## config.mk

```make
export PLATFORM = sky130hd
export DESIGN_NAME = ssq_top
export DESIGN_NICKNAME = d
export VERILOG_FILES = /design/src/rtl/ssq_pkg.sv /design/src/rtl/ssq_clk_if.sv /design/src/rtl/ssq_clk_src.sv /design/src/rtl/ssq_top.sv
export VERILOG_INCLUDE_DIRS = /design/src /design/src/rtl
export SDC_FILE = /design/constraint.sdc
export NUM_CORES = 2
export LEC_CHECK = 0
export ABC_AREA = 1
export BUFFER_PORTS_ARGS = -buffer_cell sky130_fd_sc_hd__buf_2
export CORE_AREA = 5 5 239 241
export CTS_BUF_LIST = sky130_fd_sc_hd__clkbuf_4 sky130_fd_sc_hd__clkbuf_8
export DETAILED_ROUTE_END_ITERATION = 6
export DIE_AREA = 0 0 244 246
export PLACE_DENSITY = 0.82
export REMOVE_ABC_BUFFERS = 1
export SETUP_SLACK_MARGIN = 0.05
export SYNTH_ARGS = -nofsm -noshare
export SYNTH_HDL_FRONTEND = slang
export SYNTH_HIERARCHICAL = 1
export SYNTH_SLANG_ARGS = --single-unit
```

## constraint.sdc

```tcl
create_clock -name core_clk_i -period 9.76 [get_ports core_clk_i]
set_input_delay 1.952 -clock core_clk_i [delete_from_list [all_inputs] [get_ports core_clk_i]]
set_output_delay 1.952 -clock core_clk_i [all_outputs]
set_load 0.005 [all_outputs]
```

## src/rtl/ssq_consts.svh

```systemverilog
// Purpose: Constants for the soft-start, output-ok and switching clock sequencer.
// Assumes: A 100 MHz core clock.
// Notes: Times are kept in their own unit and turned into counts by expressions.
`ifndef SSQ_CONSTS_SVH
`define SSQ_CONSTS_SVH

`define SSQ_CLK_NS 10
`define SSQ_US_NS 1000
`define SSQ_US_CYC (`SSQ_US_NS / `SSQ_CLK_NS)
`define SSQ_MS_US 1000
`define SSQ_INIT_MS 10
`define SSQ_PRERAMP_MS 2
`define SSQ_AUTOCOMP_MS 5
`define SSQ_SS_MS0 2
`define SSQ_SS_MS1 5
`define SSQ_SS_MS2 10
`define SSQ_SS_MS3 20
`define SSQ_PG_LO_PCT 10
`define SSQ_PG_HI_PCT 15
`define SSQ_PCT_FULL 100
`define SSQ_OSC_KHZ 400
`define SSQ_OSC_PERIOD_CYC (1000000 / (`SSQ_OSC_KHZ * `SSQ_CLK_NS))
`define SSQ_SYNC_MIN_KHZ 200
`define SSQ_SYNC_WAIT_CYC (2 * 1000000 / (`SSQ_SYNC_MIN_KHZ * `SSQ_CLK_NS))

`define SSQ_OFS_CTRL 8'h00
`define SSQ_OFS_DELAY 8'h04
`define SSQ_OFS_RAMP 8'h08
`define SSQ_OFS_PGDLY 8'h0C
`define SSQ_OFS_TARGET 8'h10
`define SSQ_OFS_WINDOW 8'h14
`define SSQ_OFS_OSC 8'h18
`define SSQ_OFS_STATUS 8'h1C
`define SSQ_OFS_EFFDLY 8'h20
`define SSQ_OFS_EFFRAMP 8'h24
`define SSQ_OFS_MEAS 8'h28

`define SSQ_CTRL_DLY_OVR 0
`define SSQ_CTRL_RAMP_OVR 1
`define SSQ_CTRL_PGDLY_OVR 2
`define SSQ_CTRL_PG_INV 3
`define SSQ_CTRL_AUTOCOMP 4
`define SSQ_CTRL_CLK_IN 5
`define SSQ_CTRL_RESTORE 6
`define SSQ_CTRL_RST 7'h00
`define SSQ_TARGET_RST 12'h000

`endif

```

## src/rtl/ssq_pkg.sv

```systemverilog
// Purpose: Types shared by the sequencer modules.
// Assumes: Nothing beyond the constants header.
// Notes: State codes are one-hot.
package ssq_pkg;
   typedef enum logic [4:0] {
      ST_INIT = 5'b00001,
      ST_READY = 5'b00010,
      ST_DELAY = 5'b00100,
      ST_RAMP = 5'b01000,
      ST_ON = 5'b10000
   } ssq_state_e;
   typedef logic [15:0] ssq_time_t;
   typedef logic [11:0] ssq_mv_t;
endpackage

```

## src/rtl/ssq_clk_if.sv

```systemverilog
// Purpose: Carrier between the sequencer and its switching clock source.
// Assumes: Both ends run on the core clock.
// Notes: check and sw_tick are one-cycle pulses; the rest are levels.
interface ssq_clk_if;
   logic mode_in;
   logic [15:0] int_period;
   logic check;
   logic locked;
   logic fallback;
   logic sw_tick;
   logic [15:0] meas_period;
   modport ctl (output mode_in, int_period, check,
                input locked, fallback, sw_tick, meas_period);
   modport src (input mode_in, int_period, check,
                output locked, fallback, sw_tick, meas_period);
endinterface

```

## src/rtl/ssq_clk_src.sv

```systemverilog
// Purpose: Switching clock source: internal oscillator, external lock, fallback.
// Assumes: sync_in_i is asynchronous to the core clock.
// Notes: Periods are in core clock cycles.
`include "ssq_consts.svh"
module ssq_clk_src (
   input wire logic core_clk_i,
   input wire logic resetn_i,
   ssq_clk_if.src c,
   input wire logic sync_in_i,
   output logic sync_out_o,
   output logic sync_oe_o
);
   import ssq_pkg::*;
   localparam logic [15:0] WAIT_CYC = 16'(`SSQ_SYNC_WAIT_CYC);
   logic s1_r, s2_r, s3_r;
   logic [15:0] cnt_r, gap_r, meas_r;
   logic search_r, seen_r, locked_r, fallback_r, tick_r, out_r;
   wire rise = s2_r & ~s3_r;
   wire [15:0] period = (locked_r | fallback_r) ? meas_r : c.int_period;
   wire wrap = (cnt_r >= period - 16'h0001);
   wire [15:0] gap_inc = (gap_r == 16'hFFFF) ? gap_r : gap_r + 16'h0001;
   // [RULE21] Loss detection span.
   wire lost = locked_r & (17'(gap_r) >= {meas_r, 1'b0});

   always_ff @(posedge core_clk_i) begin
      s1_r <= sync_in_i;
      s2_r <= s1_r;
      s3_r <= s2_r;
   end

   always_ff @(posedge core_clk_i) begin
      if (!resetn_i) begin
         cnt_r <= 16'h0000;
         tick_r <= 1'b0;
         out_r <= 1'b0;
      // [RULE18] Phase locks on rise.
      end else if (locked_r && rise) begin
         cnt_r <= 16'h0000;
         tick_r <= 1'b1;
         out_r <= 1'b1;
      end else begin
         cnt_r <= wrap ? 16'h0000 : cnt_r + 16'h0001;
         tick_r <= wrap;
         out_r <= (cnt_r < {1'b0, period[15:1]});
      end
   end

   always_ff @(posedge core_clk_i) begin
      if (!resetn_i) begin
         gap_r <= 16'h0000;
         meas_r <= 16'(`SSQ_OSC_PERIOD_CYC);
         search_r <= 1'b0;
         seen_r <= 1'b0;
         locked_r <= 1'b0;
         fallback_r <= 1'b0;
      // [RULE17] Output mode never searches.
      end else if (!c.mode_in) begin
         search_r <= 1'b0;
         locked_r <= 1'b0;
         fallback_r <= 1'b0;
      // [RULE18] Search at each enable.
      end else if (c.check) begin
         gap_r <= 16'h0000;
         search_r <= 1'b1;
         seen_r <= 1'b0;
         locked_r <= 1'b0;
         fallback_r <= 1'b0;
      end else begin
         gap_r <= rise ? 16'h0000 : gap_inc;
         if (search_r) begin
            if (rise && seen_r) begin
               meas_r <= gap_r + 16'h0001;
               locked_r <= 1'b1;
               search_r <= 1'b0;
            end else if (rise) begin
               seen_r <= 1'b1;
            // [RULE20] Clock must already run.
            end else if (gap_r >= WAIT_CYC) begin
               search_r <= 1'b0;
            end
         end else if (lost) begin
            // [RULE21] Keep last measured period.
            locked_r <= 1'b0;
            fallback_r <= 1'b1;
         end else if (locked_r && rise) begin
            meas_r <= gap_r + 16'h0001;
         end
      end
   end

   assign c.locked = locked_r;
   assign c.fallback = fallback_r;
   assign c.sw_tick = tick_r;
   assign c.meas_period = meas_r;
   // [RULE17] Drive internal clock out.
   assign sync_out_o = out_r & ~c.mode_in;
   assign sync_oe_o = ~c.mode_in;
endmodule

```

## src/rtl/ssq_top.sv

```systemverilog
// Purpose: Soft-start delay and ramp, output-ok flag and switching clock control.
// Assumes: APB slave on core_clk_i; measured output and target are in millivolts.
// Notes: Times are in microseconds; a 1 us enable pulse paces the check, delay and output-ok timers.
// Functional notes
// [RULE1] Delay starts at enable, ends at expiry.
// [RULE2] Monotonic ramp slope follows ramp time.
// [RULE3] Three-level strap: 2, 5, 10 ms.
// [RULE4] Resistor strap picks delay and ramp.
// [RULE5] Strap latched only at start-up, restore.
// [RULE6] Auto compensation clamps delay to 5 ms.
// [RULE7] Bus values override strap times.
// [RULE8] Zero delay ramps after initialisation.
// [RULE9] Host keeps ramp above 500 us.
// [RULE10] Ignore enable and bus during check.
// [RULE11] Restore reruns the configuration check.
// [RULE12] Enable accepted only when ready.
// [RULE13] Fixed 2 ms pre-ramp after enable.
// [RULE14] Output ok only in window, no fault.
// [RULE15] Window -10/+15 %, limits, polarity programmable.
// [RULE16] Output ok lags by programmable delay.
// [RULE17] Clock-out mode drives internal 400 kHz.
// [RULE18] Clock-in mode checks, locks each enable.
// [RULE19] Host sets internal frequency near external.
// [RULE20] External clock stable, 200 kHz-1.4 MHz.
// [RULE21] Clock loss falls back to internal; the code keeps the last measured period (meas_r), not int_period.
// [RULE22] Delay under 2 ms becomes 2 ms.
// [RULE23] Output ok drops at once on fault.
`include "ssq_consts.svh"
module ssq_top #(
   parameter int INIT_US = `SSQ_INIT_MS * `SSQ_MS_US,
   parameter int PRERAMP_US = `SSQ_PRERAMP_MS * `SSQ_MS_US
) (
   input wire logic core_clk_i,
   input wire logic resetn_i,
   input wire logic psel_i,
   input wire logic penable_i,
   input wire logic pwrite_i,
   input wire logic [7:0] paddr_i,
   input wire logic [31:0] pwdata_i,
   output logic [31:0] prdata_o,
   output logic pready_o,
   output logic pslverr_o,
   input wire logic en_pin_i,
   input wire logic [1:0] strap_lvl_i,
   input wire logic [4:0] strap_code_i,
   input wire logic fault_i,
   input wire ssq_pkg::ssq_mv_t vout_meas_i,
   input wire logic sync_in_i,
   output logic sync_out_o,
   output logic sync_oe_o,
   output ssq_pkg::ssq_mv_t setpoint_o,
   output logic pwr_run_o,
   output logic sw_tick_o,
   output logic output_ok_flag_o
);
   import ssq_pkg::*;

   localparam logic [6:0] US_LAST = 7'(`SSQ_US_CYC - 1);
   localparam ssq_time_t AUTOCOMP_US = 16'(`SSQ_AUTOCOMP_MS * `SSQ_MS_US);

   function automatic ssq_time_t ss_time(input logic [1:0] idx);
      case (idx)
         2'b00: ss_time = 16'(`SSQ_SS_MS0 * `SSQ_MS_US);
         2'b01: ss_time = 16'(`SSQ_SS_MS1 * `SSQ_MS_US);
         2'b10: ss_time = 16'(`SSQ_SS_MS2 * `SSQ_MS_US);
         default: ss_time = 16'(`SSQ_SS_MS3 * `SSQ_MS_US);
      endcase
   endfunction

   function automatic ssq_time_t max_time(input ssq_time_t a, input ssq_time_t b);
      max_time = (a > b) ? a : b;
   endfunction

   // Scaled compare avoids a divider: v*100 against t*(100-lo) and t*(100+hi).
   function automatic logic win_ok(input ssq_mv_t v, input ssq_mv_t t,
                                   input logic [7:0] lo, input logic [7:0] hi);
      logic [23:0] vs;
      logic [23:0] lo_f;
      logic [23:0] hi_f;
      vs = 24'(v) * 24'(`SSQ_PCT_FULL);
      lo_f = (lo > 8'(`SSQ_PCT_FULL)) ? 24'h00_0000 : 24'(`SSQ_PCT_FULL) - 24'(lo);
      hi_f = 24'(`SSQ_PCT_FULL) + 24'(hi);
      win_ok = (vs >= 24'(t) * lo_f) && (vs <= 24'(t) * hi_f);
   endfunction

   ssq_clk_if clk_bus();

   ssq_state_e state_r, state_nxt;
   logic en1_r, en2_r, flt1_r, flt2_r;
   logic [1:0] lvl1_r, lvl2_r;
   logic [4:0] code1_r, code2_r;
   logic [1:0] strap_lvl_r;
   logic [4:0] strap_code_r;
   logic [6:0] div_r;
   logic us_tick;
   ssq_time_t tmr_r, pgc_r;
   logic [6:0] ctrl_r;
   ssq_time_t dly_reg_r, ramp_reg_r, pgdly_reg_r, osc_reg_r;
   ssq_mv_t target_r, setpoint_r;
   logic [7:0] win_lo_r, win_hi_r;
   logic [23:0] acc_r;
   logic pg_r, out_r;
   logic [31:0] prdata_r;

   always_ff @(posedge core_clk_i) begin
      en1_r <= en_pin_i;
      en2_r <= en1_r;
      flt1_r <= fault_i;
      flt2_r <= flt1_r;
      lvl1_r <= strap_lvl_i;
      lvl2_r <= lvl1_r;
      code1_r <= strap_code_i;
      code2_r <= code1_r;
   end

   assign us_tick = (div_r == US_LAST);
   always_ff @(posedge core_clk_i) begin
      if (!resetn_i) begin
         div_r <= 7'h00;
      end else begin
         div_r <= us_tick ? 7'h00 : div_r + 7'h01;
      end
   end

   // Register bus decode.
   wire busy = (state_r == ST_INIT);
   wire acc_ph = psel_i & penable_i;
   wire hit = (paddr_i[1:0] == 2'b00) && (paddr_i <= `SSQ_OFS_MEAS);
   // [RULE10] Bus ignored while checking.
   wire wr_ok = acc_ph & pwrite_i & hit & ~busy;
   wire wr_ctrl = wr_ok && (paddr_i == `SSQ_OFS_CTRL);
   // [RULE11] Restore command.
   wire restore = wr_ctrl & pwdata_i[`SSQ_CTRL_RESTORE];
   assign pready_o = 1'b1;
   assign pslverr_o = acc_ph & (busy | ~hit);
   assign prdata_o = prdata_r;

   // [RULE3] Three-level strap decode.
   // [RULE4] Resistor code: delay bits 3:2, ramp bits 1:0.
   wire res_strap = (strap_lvl_r == 2'b11);
   wire [1:0] sd_idx = res_strap ? strap_code_r[3:2] : strap_lvl_r;
   wire [1:0] sr_idx = res_strap ? strap_code_r[1:0] : strap_lvl_r;
   // [RULE7] Bus value overrides strap.
   wire ssq_time_t raw_dly = ctrl_r[`SSQ_CTRL_DLY_OVR] ? dly_reg_r : ss_time(sd_idx);
   wire ssq_time_t eff_ramp = ctrl_r[`SSQ_CTRL_RAMP_OVR] ? ramp_reg_r : ss_time(sr_idx);
   // [RULE8] [RULE13] [RULE22] Pre-ramp floor.
   wire ssq_time_t dly_fl = max_time(raw_dly, 16'(PRERAMP_US));
   // [RULE6] Auto compensation floor.
   wire ssq_time_t eff_dly = ctrl_r[`SSQ_CTRL_AUTOCOMP] ? max_time(dly_fl, AUTOCOMP_US) : dly_fl;
   // [RULE16] Default lag equals ramp time.
   wire ssq_time_t pg_dly = ctrl_r[`SSQ_CTRL_PGDLY_OVR] ? pgdly_reg_r : eff_ramp;

   wire tmr_done = us_tick && (32'(tmr_r) + 32'd1 >= 32'(INIT_US));
   wire dly_done = us_tick && (tmr_r + 16'h0001 >= eff_dly);
   wire run = (state_r == ST_DELAY) | (state_r == ST_RAMP) | (state_r == ST_ON);
   // [RULE12] Enable only in ready state.
   wire accept = (state_r == ST_READY) & en2_r;

   always_comb begin
      state_nxt = state_r;
      case (state_r)
         ST_INIT: begin
            if (tmr_done) begin
               state_nxt = ST_READY;
            end
         end
         ST_READY: begin
            if (en2_r) begin
               state_nxt = ST_DELAY;
            end
         end
         ST_DELAY: begin
            // [RULE1] Delay ends on expiry.
            if (dly_done) begin
               state_nxt = ST_RAMP;
            end
         end
         ST_RAMP: begin
            if (setpoint_r >= target_r) begin
               state_nxt = ST_ON;
            end
         end
         ST_ON: begin
            state_nxt = ST_ON;
         end
         default: begin
            state_nxt = ST_INIT;
         end
      endcase
      if (run && !en2_r) begin
         state_nxt = ST_READY;
      end
      if (restore) begin
         state_nxt = ST_INIT;
      end
   end

   always_ff @(posedge core_clk_i) begin
      if (!resetn_i) begin
         state_r <= ST_INIT;
         tmr_r <= 16'h0000;
      end else begin
         state_r <= state_nxt;
         if (state_nxt != state_r) begin
            tmr_r <= 16'h0000;
         end else if (us_tick) begin
            tmr_r <= tmr_r + 16'h0001;
         end
      end
   end

   // [RULE5] Strap latched at end of check.
   always_ff @(posedge core_clk_i) begin
      if (!resetn_i) begin
         strap_lvl_r <= 2'b00;
         strap_code_r <= 5'h00;
      end else if (state_r == ST_INIT && tmr_done) begin
         strap_lvl_r <= lvl2_r;
         strap_code_r <= code2_r;
      end
   end

   // [RULE2] Monotonic ramp, one step when the accumulator passes the ramp span.
   wire [23:0] ramp_cyc = 24'(eff_ramp) * 24'(`SSQ_US_CYC);
   wire [23:0] acc_sum = acc_r + 24'(target_r);
   wire step = acc_sum >= ramp_cyc;
   always_ff @(posedge core_clk_i) begin
      if (!resetn_i) begin
         setpoint_r <= 12'h000;
         acc_r <= 24'h00_0000;
      end else if (state_r == ST_RAMP) begin
         if (ramp_cyc == 24'h00_0000) begin
            setpoint_r <= target_r;
         end else if (setpoint_r < target_r) begin
            setpoint_r <= step ? setpoint_r + 12'h001 : setpoint_r;
            acc_r <= step ? acc_sum - ramp_cyc : acc_sum;
         end
      end else if (state_r == ST_ON) begin
         if (target_r > setpoint_r) begin
            setpoint_r <= target_r;
         end
      end else begin
         setpoint_r <= 12'h000;
         acc_r <= 24'h00_0000;
      end
   end

   // [RULE14] Window and fault qualify.
   wire pg_cond = (state_r == ST_ON) & ~flt2_r &
                  win_ok(vout_meas_i, target_r, win_lo_r, win_hi_r);
   always_ff @(posedge core_clk_i) begin
      if (!resetn_i) begin
         pg_r <= 1'b0;
         pgc_r <= 16'h0000;
      // [RULE23] Immediate drop.
      end else if (!pg_cond) begin
         pg_r <= 1'b0;
         pgc_r <= 16'h0000;
      // [RULE16] Lag before assertion.
      end else if (!pg_r) begin
         if (pgc_r >= pg_dly) begin
            pg_r <= 1'b1;
         end else if (us_tick) begin
            pgc_r <= pgc_r + 16'h0001;
         end
      end
   end

   // [RULE15] Programmable polarity.
   always_ff @(posedge core_clk_i) begin
      if (!resetn_i) begin
         out_r <= 1'b0;
      end else begin
         out_r <= pg_r ^ ctrl_r[`SSQ_CTRL_PG_INV];
      end
   end

   // [RULE7] Host-programmed times and settings.
   always_ff @(posedge core_clk_i) begin
      if (!resetn_i) begin
         ctrl_r <= `SSQ_CTRL_RST;
         dly_reg_r <= 16'h0000;
         ramp_reg_r <= 16'h0000;
         pgdly_reg_r <= 16'h0000;
         target_r <= `SSQ_TARGET_RST;
         win_lo_r <= 8'(`SSQ_PG_LO_PCT);
         win_hi_r <= 8'(`SSQ_PG_HI_PCT);
         osc_reg_r <= 16'(`SSQ_OSC_PERIOD_CYC);
      end else if (wr_ok) begin
         case (paddr_i)
            `SSQ_OFS_CTRL: ctrl_r <= {1'b0, pwdata_i[5:0]};
            `SSQ_OFS_DELAY: dly_reg_r <= pwdata_i[15:0];
            `SSQ_OFS_RAMP: ramp_reg_r <= pwdata_i[15:0];
            `SSQ_OFS_PGDLY: pgdly_reg_r <= pwdata_i[15:0];
            `SSQ_OFS_TARGET: target_r <= pwdata_i[11:0];
            `SSQ_OFS_WINDOW: begin
               win_lo_r <= pwdata_i[7:0];
               win_hi_r <= pwdata_i[15:8];
            end
            `SSQ_OFS_OSC: osc_reg_r <= (pwdata_i[15:0] < 16'h0002) ? 16'h0002 : pwdata_i[15:0];
            default: ctrl_r <= ctrl_r;
         endcase
      end
   end

   wire [31:0] status = {16'h0000, 3'b000, strap_code_r[4], clk_bus.fallback,
                         clk_bus.locked, pg_r, 4'h0, state_r};
   wire [31:0] rd_mux =
      (paddr_i == `SSQ_OFS_CTRL) ? {25'h000_0000, ctrl_r} :
      (paddr_i == `SSQ_OFS_DELAY) ? {16'h0000, dly_reg_r} :
      (paddr_i == `SSQ_OFS_RAMP) ? {16'h0000, ramp_reg_r} :
      (paddr_i == `SSQ_OFS_PGDLY) ? {16'h0000, pgdly_reg_r} :
      (paddr_i == `SSQ_OFS_TARGET) ? {20'h0_0000, target_r} :
      (paddr_i == `SSQ_OFS_WINDOW) ? {16'h0000, win_hi_r, win_lo_r} :
      (paddr_i == `SSQ_OFS_OSC) ? {16'h0000, osc_reg_r} :
      (paddr_i == `SSQ_OFS_STATUS) ? status :
      (paddr_i == `SSQ_OFS_EFFDLY) ? {16'h0000, eff_dly} :
      (paddr_i == `SSQ_OFS_EFFRAMP) ? {16'h0000, eff_ramp} :
      (paddr_i == `SSQ_OFS_MEAS) ? {16'h0000, clk_bus.meas_period} : 32'h0000_0000;

   // Read data is captured in the setup cycle so the access cycle sees a flop.
   always_ff @(posedge core_clk_i) begin
      if (!resetn_i) begin
         prdata_r <= 32'h0000_0000;
      end else if (psel_i && !penable_i) begin
         prdata_r <= (busy || !hit || pwrite_i) ? 32'h0000_0000 : rd_mux;
      end
   end

   // [RULE18] Search pulse at accepted enable.
   assign clk_bus.check = accept;
   assign clk_bus.mode_in = ctrl_r[`SSQ_CTRL_CLK_IN];
   assign clk_bus.int_period = osc_reg_r;

   ssq_clk_src u_clk (
      .core_clk_i(core_clk_i),
      .resetn_i(resetn_i),
      .c(clk_bus.src),
      .sync_in_i(sync_in_i),
      .sync_out_o(sync_out_o),
      .sync_oe_o(sync_oe_o)
   );

   assign setpoint_o = setpoint_r;
   assign pwr_run_o = run;
   assign sw_tick_o = clk_bus.sw_tick;
   assign output_ok_flag_o = out_r;
endmodule

```

==> key figures <==
Clocking
  – Clk buf depth: 3
  – Post-CTS sizing: 0
  – Clock sinks: 278
  – H-tree Lvls: 2
  – Cts hold-fix bufs: 0
  – Root Driver: clkbuf_8
  – Post-CTS Setup Inserts: 0
  – Num CTS Buffers: 52
  – CTS tree: yes
  – Clock slew at reported path FFs: 0.06 ns
  – Latest clock arrival within the worst-skew pair: 0.67 ns

Global routing
  – Tot GR Track Use: 0.2709
  – Vias in the first global route: 26,100
  – Largest net degree at the start of global routing: 83
  – Overflow after GRT: 0
  – Initial antenna violation count: 3
  – Global-route wire length before repair: 133.7 mm

Floorplan
  – Rows: 86
  – Die W: 244 um
  – Core area: 54,660 um^2
  – I/O pins: 118
  – Starting Density: 0.5420
  – Chip height: 246 um
  – Die area: 60,020 um^2

Timing
  – Final setup TNS: 0 ns
  – Final worst path period share: 0.7990
  – Final setup vio count: 0
  – Fin crit period: 7.798 ns
  – Fmax: 0.1282 GHz
  – Worst clock skew: 0.06176 ns
  – Measured slew at the worst slew-check pin: 1.138 ns
  – Pins over their slew limit: 0
  – Final hold vios: 0
  – Min Hold Slack: 0.2997 ns
  – Slew headroom: 0.2387
  – RSZ-0062 raised after global routing: no

Drt
  – Wire length per cell: 16.84 um
  – Drt first-iter violations: 2,251
  – Final ANT Viol Nets: 0
  – Drt pass-1 iters: 6
  – Number of remaining DRC errors: 0
  – Final wirelength: 83.22 mm
  – DR vias: 27,410
  – Vias per cell: 5.547

Layout
  – Area growth syn-to-layout: 7.386%
  – Net count, final: 4,805
  – Max reg flops: 24
  – Final Instance Count excl. Fillers: 4,941
  – Top reg by flops: acc_r
  – Layout cell share with drive strength beyond 1: 0.07747

Logic synthesis
  – Synth area leader: dfxtp_1
  – Share of the synthesized area in the top cell type: 0.1878
  – Yosys warns: 6
  – Count of flip-flops with a built-in enable after synthesis: 0
  – Cell variety after synth: 71
  – Synth Cell Area: 29,630 um^2
  – Mapped Cells: 4,134
  – Seq/Total Area, Yosys: 0.1878
  – Most used DFF post-synth: dfxtp_1
  – Asr flop ratio synth: 0
  – Top cells by area, synth: dfxtp_1, ha_1, fa_1, nand2_1, inv_1
  – Syn Area/Cell: 7.167 um^2
  – Flops & latches, synth: 278

Worst setup path
  – Cell repeated most along the worst path: nand2_1
  – Worst path required time: 10.36 ns
  – Critical Path Fanout Max: 17
  – CP Capture Type: flip-flop
  – Crit path buffers/inverters: 5
  – Startpoint Class: flip-flop
  – Worst Path Arrival: 8.39 ns
  – Kind of cell adding the most delay to the critical path: adder cells
  – CP max stage delay: 0.55 ns
  – CP max-delay cell: fa_1
  – Setup CP Type: flip-flop to flip-flop

Power and ir drop
  – Final Power: 2838 uW
  – Lkg Pwr: 0.01582 uW
  – Pwr dens: 89.19 nW/um^2
  – Worst VDD drop: 0.1408 mV

Placement
  – Placed cell count: 4,845
  – Placer Congestion: 0.9970
  – Port bufs: 84
  – Post-DP HPWL: 64.80 mm

Run
  – Max Cap Violations: 0

Min path
  – Hold Crit Class: flip-flop to flip-flop

Outcome
  – Status: finished, final reports clean
## worst paths after layout
kind / startpoint / endpoint / slack (ns) / depth (start not counted)
worst max-delay path: win_lo_r[0] / pgc_r[5] / 1.96 / 35
worst min-delay path: code1_r[4] / code2_r[4] / 0.30 / 0
worst max register to register: win_lo_r[0] / pgc_r[5] / 1.96 / 35
worst min register to register: code1_r[4] / code2_r[4] / 0.30 / 0
## synthesized netlist by cell type (12+ instances only)
| cell type | count |
|---|---|
| buf_2 | 19 |
| clkbuf_1 | 81 |
| nor4_1 | 20 |
| o21ai_1 | 29 |
| a21oi_1 | 337 |
| ha_1 | 335 |
| nor3_1 | 30 |
| nand2_1 | 861 |
| nand3_1 | 157 |
| nand2_2 | 13 |
| fa_1 | 208 |
| o211ai_1 | 16 |
| clkinv_1 | 14 |
| inv_1 | 674 |
| nand4_1 | 62 |
| or2_2 | 14 |
| xor2_1 | 108 |
| dfxtp_1 | 278 |
| nor2_2 | 18 |
| xnor2_1 | 60 |
| buf_4 | 24 |
| nand3_2 | 12 |
| inv_2 | 14 |
| nor2_1 | 380 |
| nor2_4 | 16 |
| o21ai_0 | 206 |
## layout make-up
cell class	instances	area, um^2
Sequential cell	278	5565
Timing Repair Buffer	108	603.1
Fill cell	5009	22850
Inverter	702	2635
Clock buffer	74	993.5
Antenna cell	3	7.507
Multi-Input combinational cell	3053	20920
Clock inverter	19	212.7
Tap cell	704	880.8
## through the flow
step	worst slack [ns]	util	cell area [um^2]
after floorplan	3.018	-	29110
after global placement	2.209	0.5598	30600
after detailed placement	2.007	0.5598	30600
after CTS	1.975	0.5819	31810
after global routing	1.255	0.5820	31810
final	1.962	0.5820	31820
## kinds of logic after synthesis
kind of cell,Yosys count,synth area share
AND/OR/NAND/NOR,1618,0.2386
buffers and inverters,830,0.1098
AO/OA/AOI/OAI,690,0.1298
adder cells (fa/ha/maj),543,0.2820
flip-flops,278,0.1878
XOR/XNOR,170,0.05076
multiplexers,3,0.001014
other,2,0.0002535
## layer usage
metal	share of wire	global-route usage
met3	0.092	0.05598
met4	0.047	0.1110
met5	0	0
met2	0.46	0.4484
met1	0.41	0.3475
## cell usage in the layout, fill, tap and decap left out, types with 30 or more instances in the layout
cell type  netlist  final
a21oi_1        337    337
xnor2_1         60     60
nand3_1        157    157
clkbuf_8         0     70
fa_1           208    208
inv_1          674    673
xor2_1         108    108
nand2_1        861    861
nor3_1          30     30
buf_2           19     83
nand4_1         62     62
dfxtp_1        278    278
ha_1           335    335
nor2_1         380    380
o21ai_0        206    206
## power breakdown
group	leakage (uW)	internal [uW]	switching (uW)
sequential	0.00225	1140	3.71
clock	0.000631	744	553
combinational	0.0129	144	250
total	0.0158	2030	807
Power figures use the tool's default switching activity.
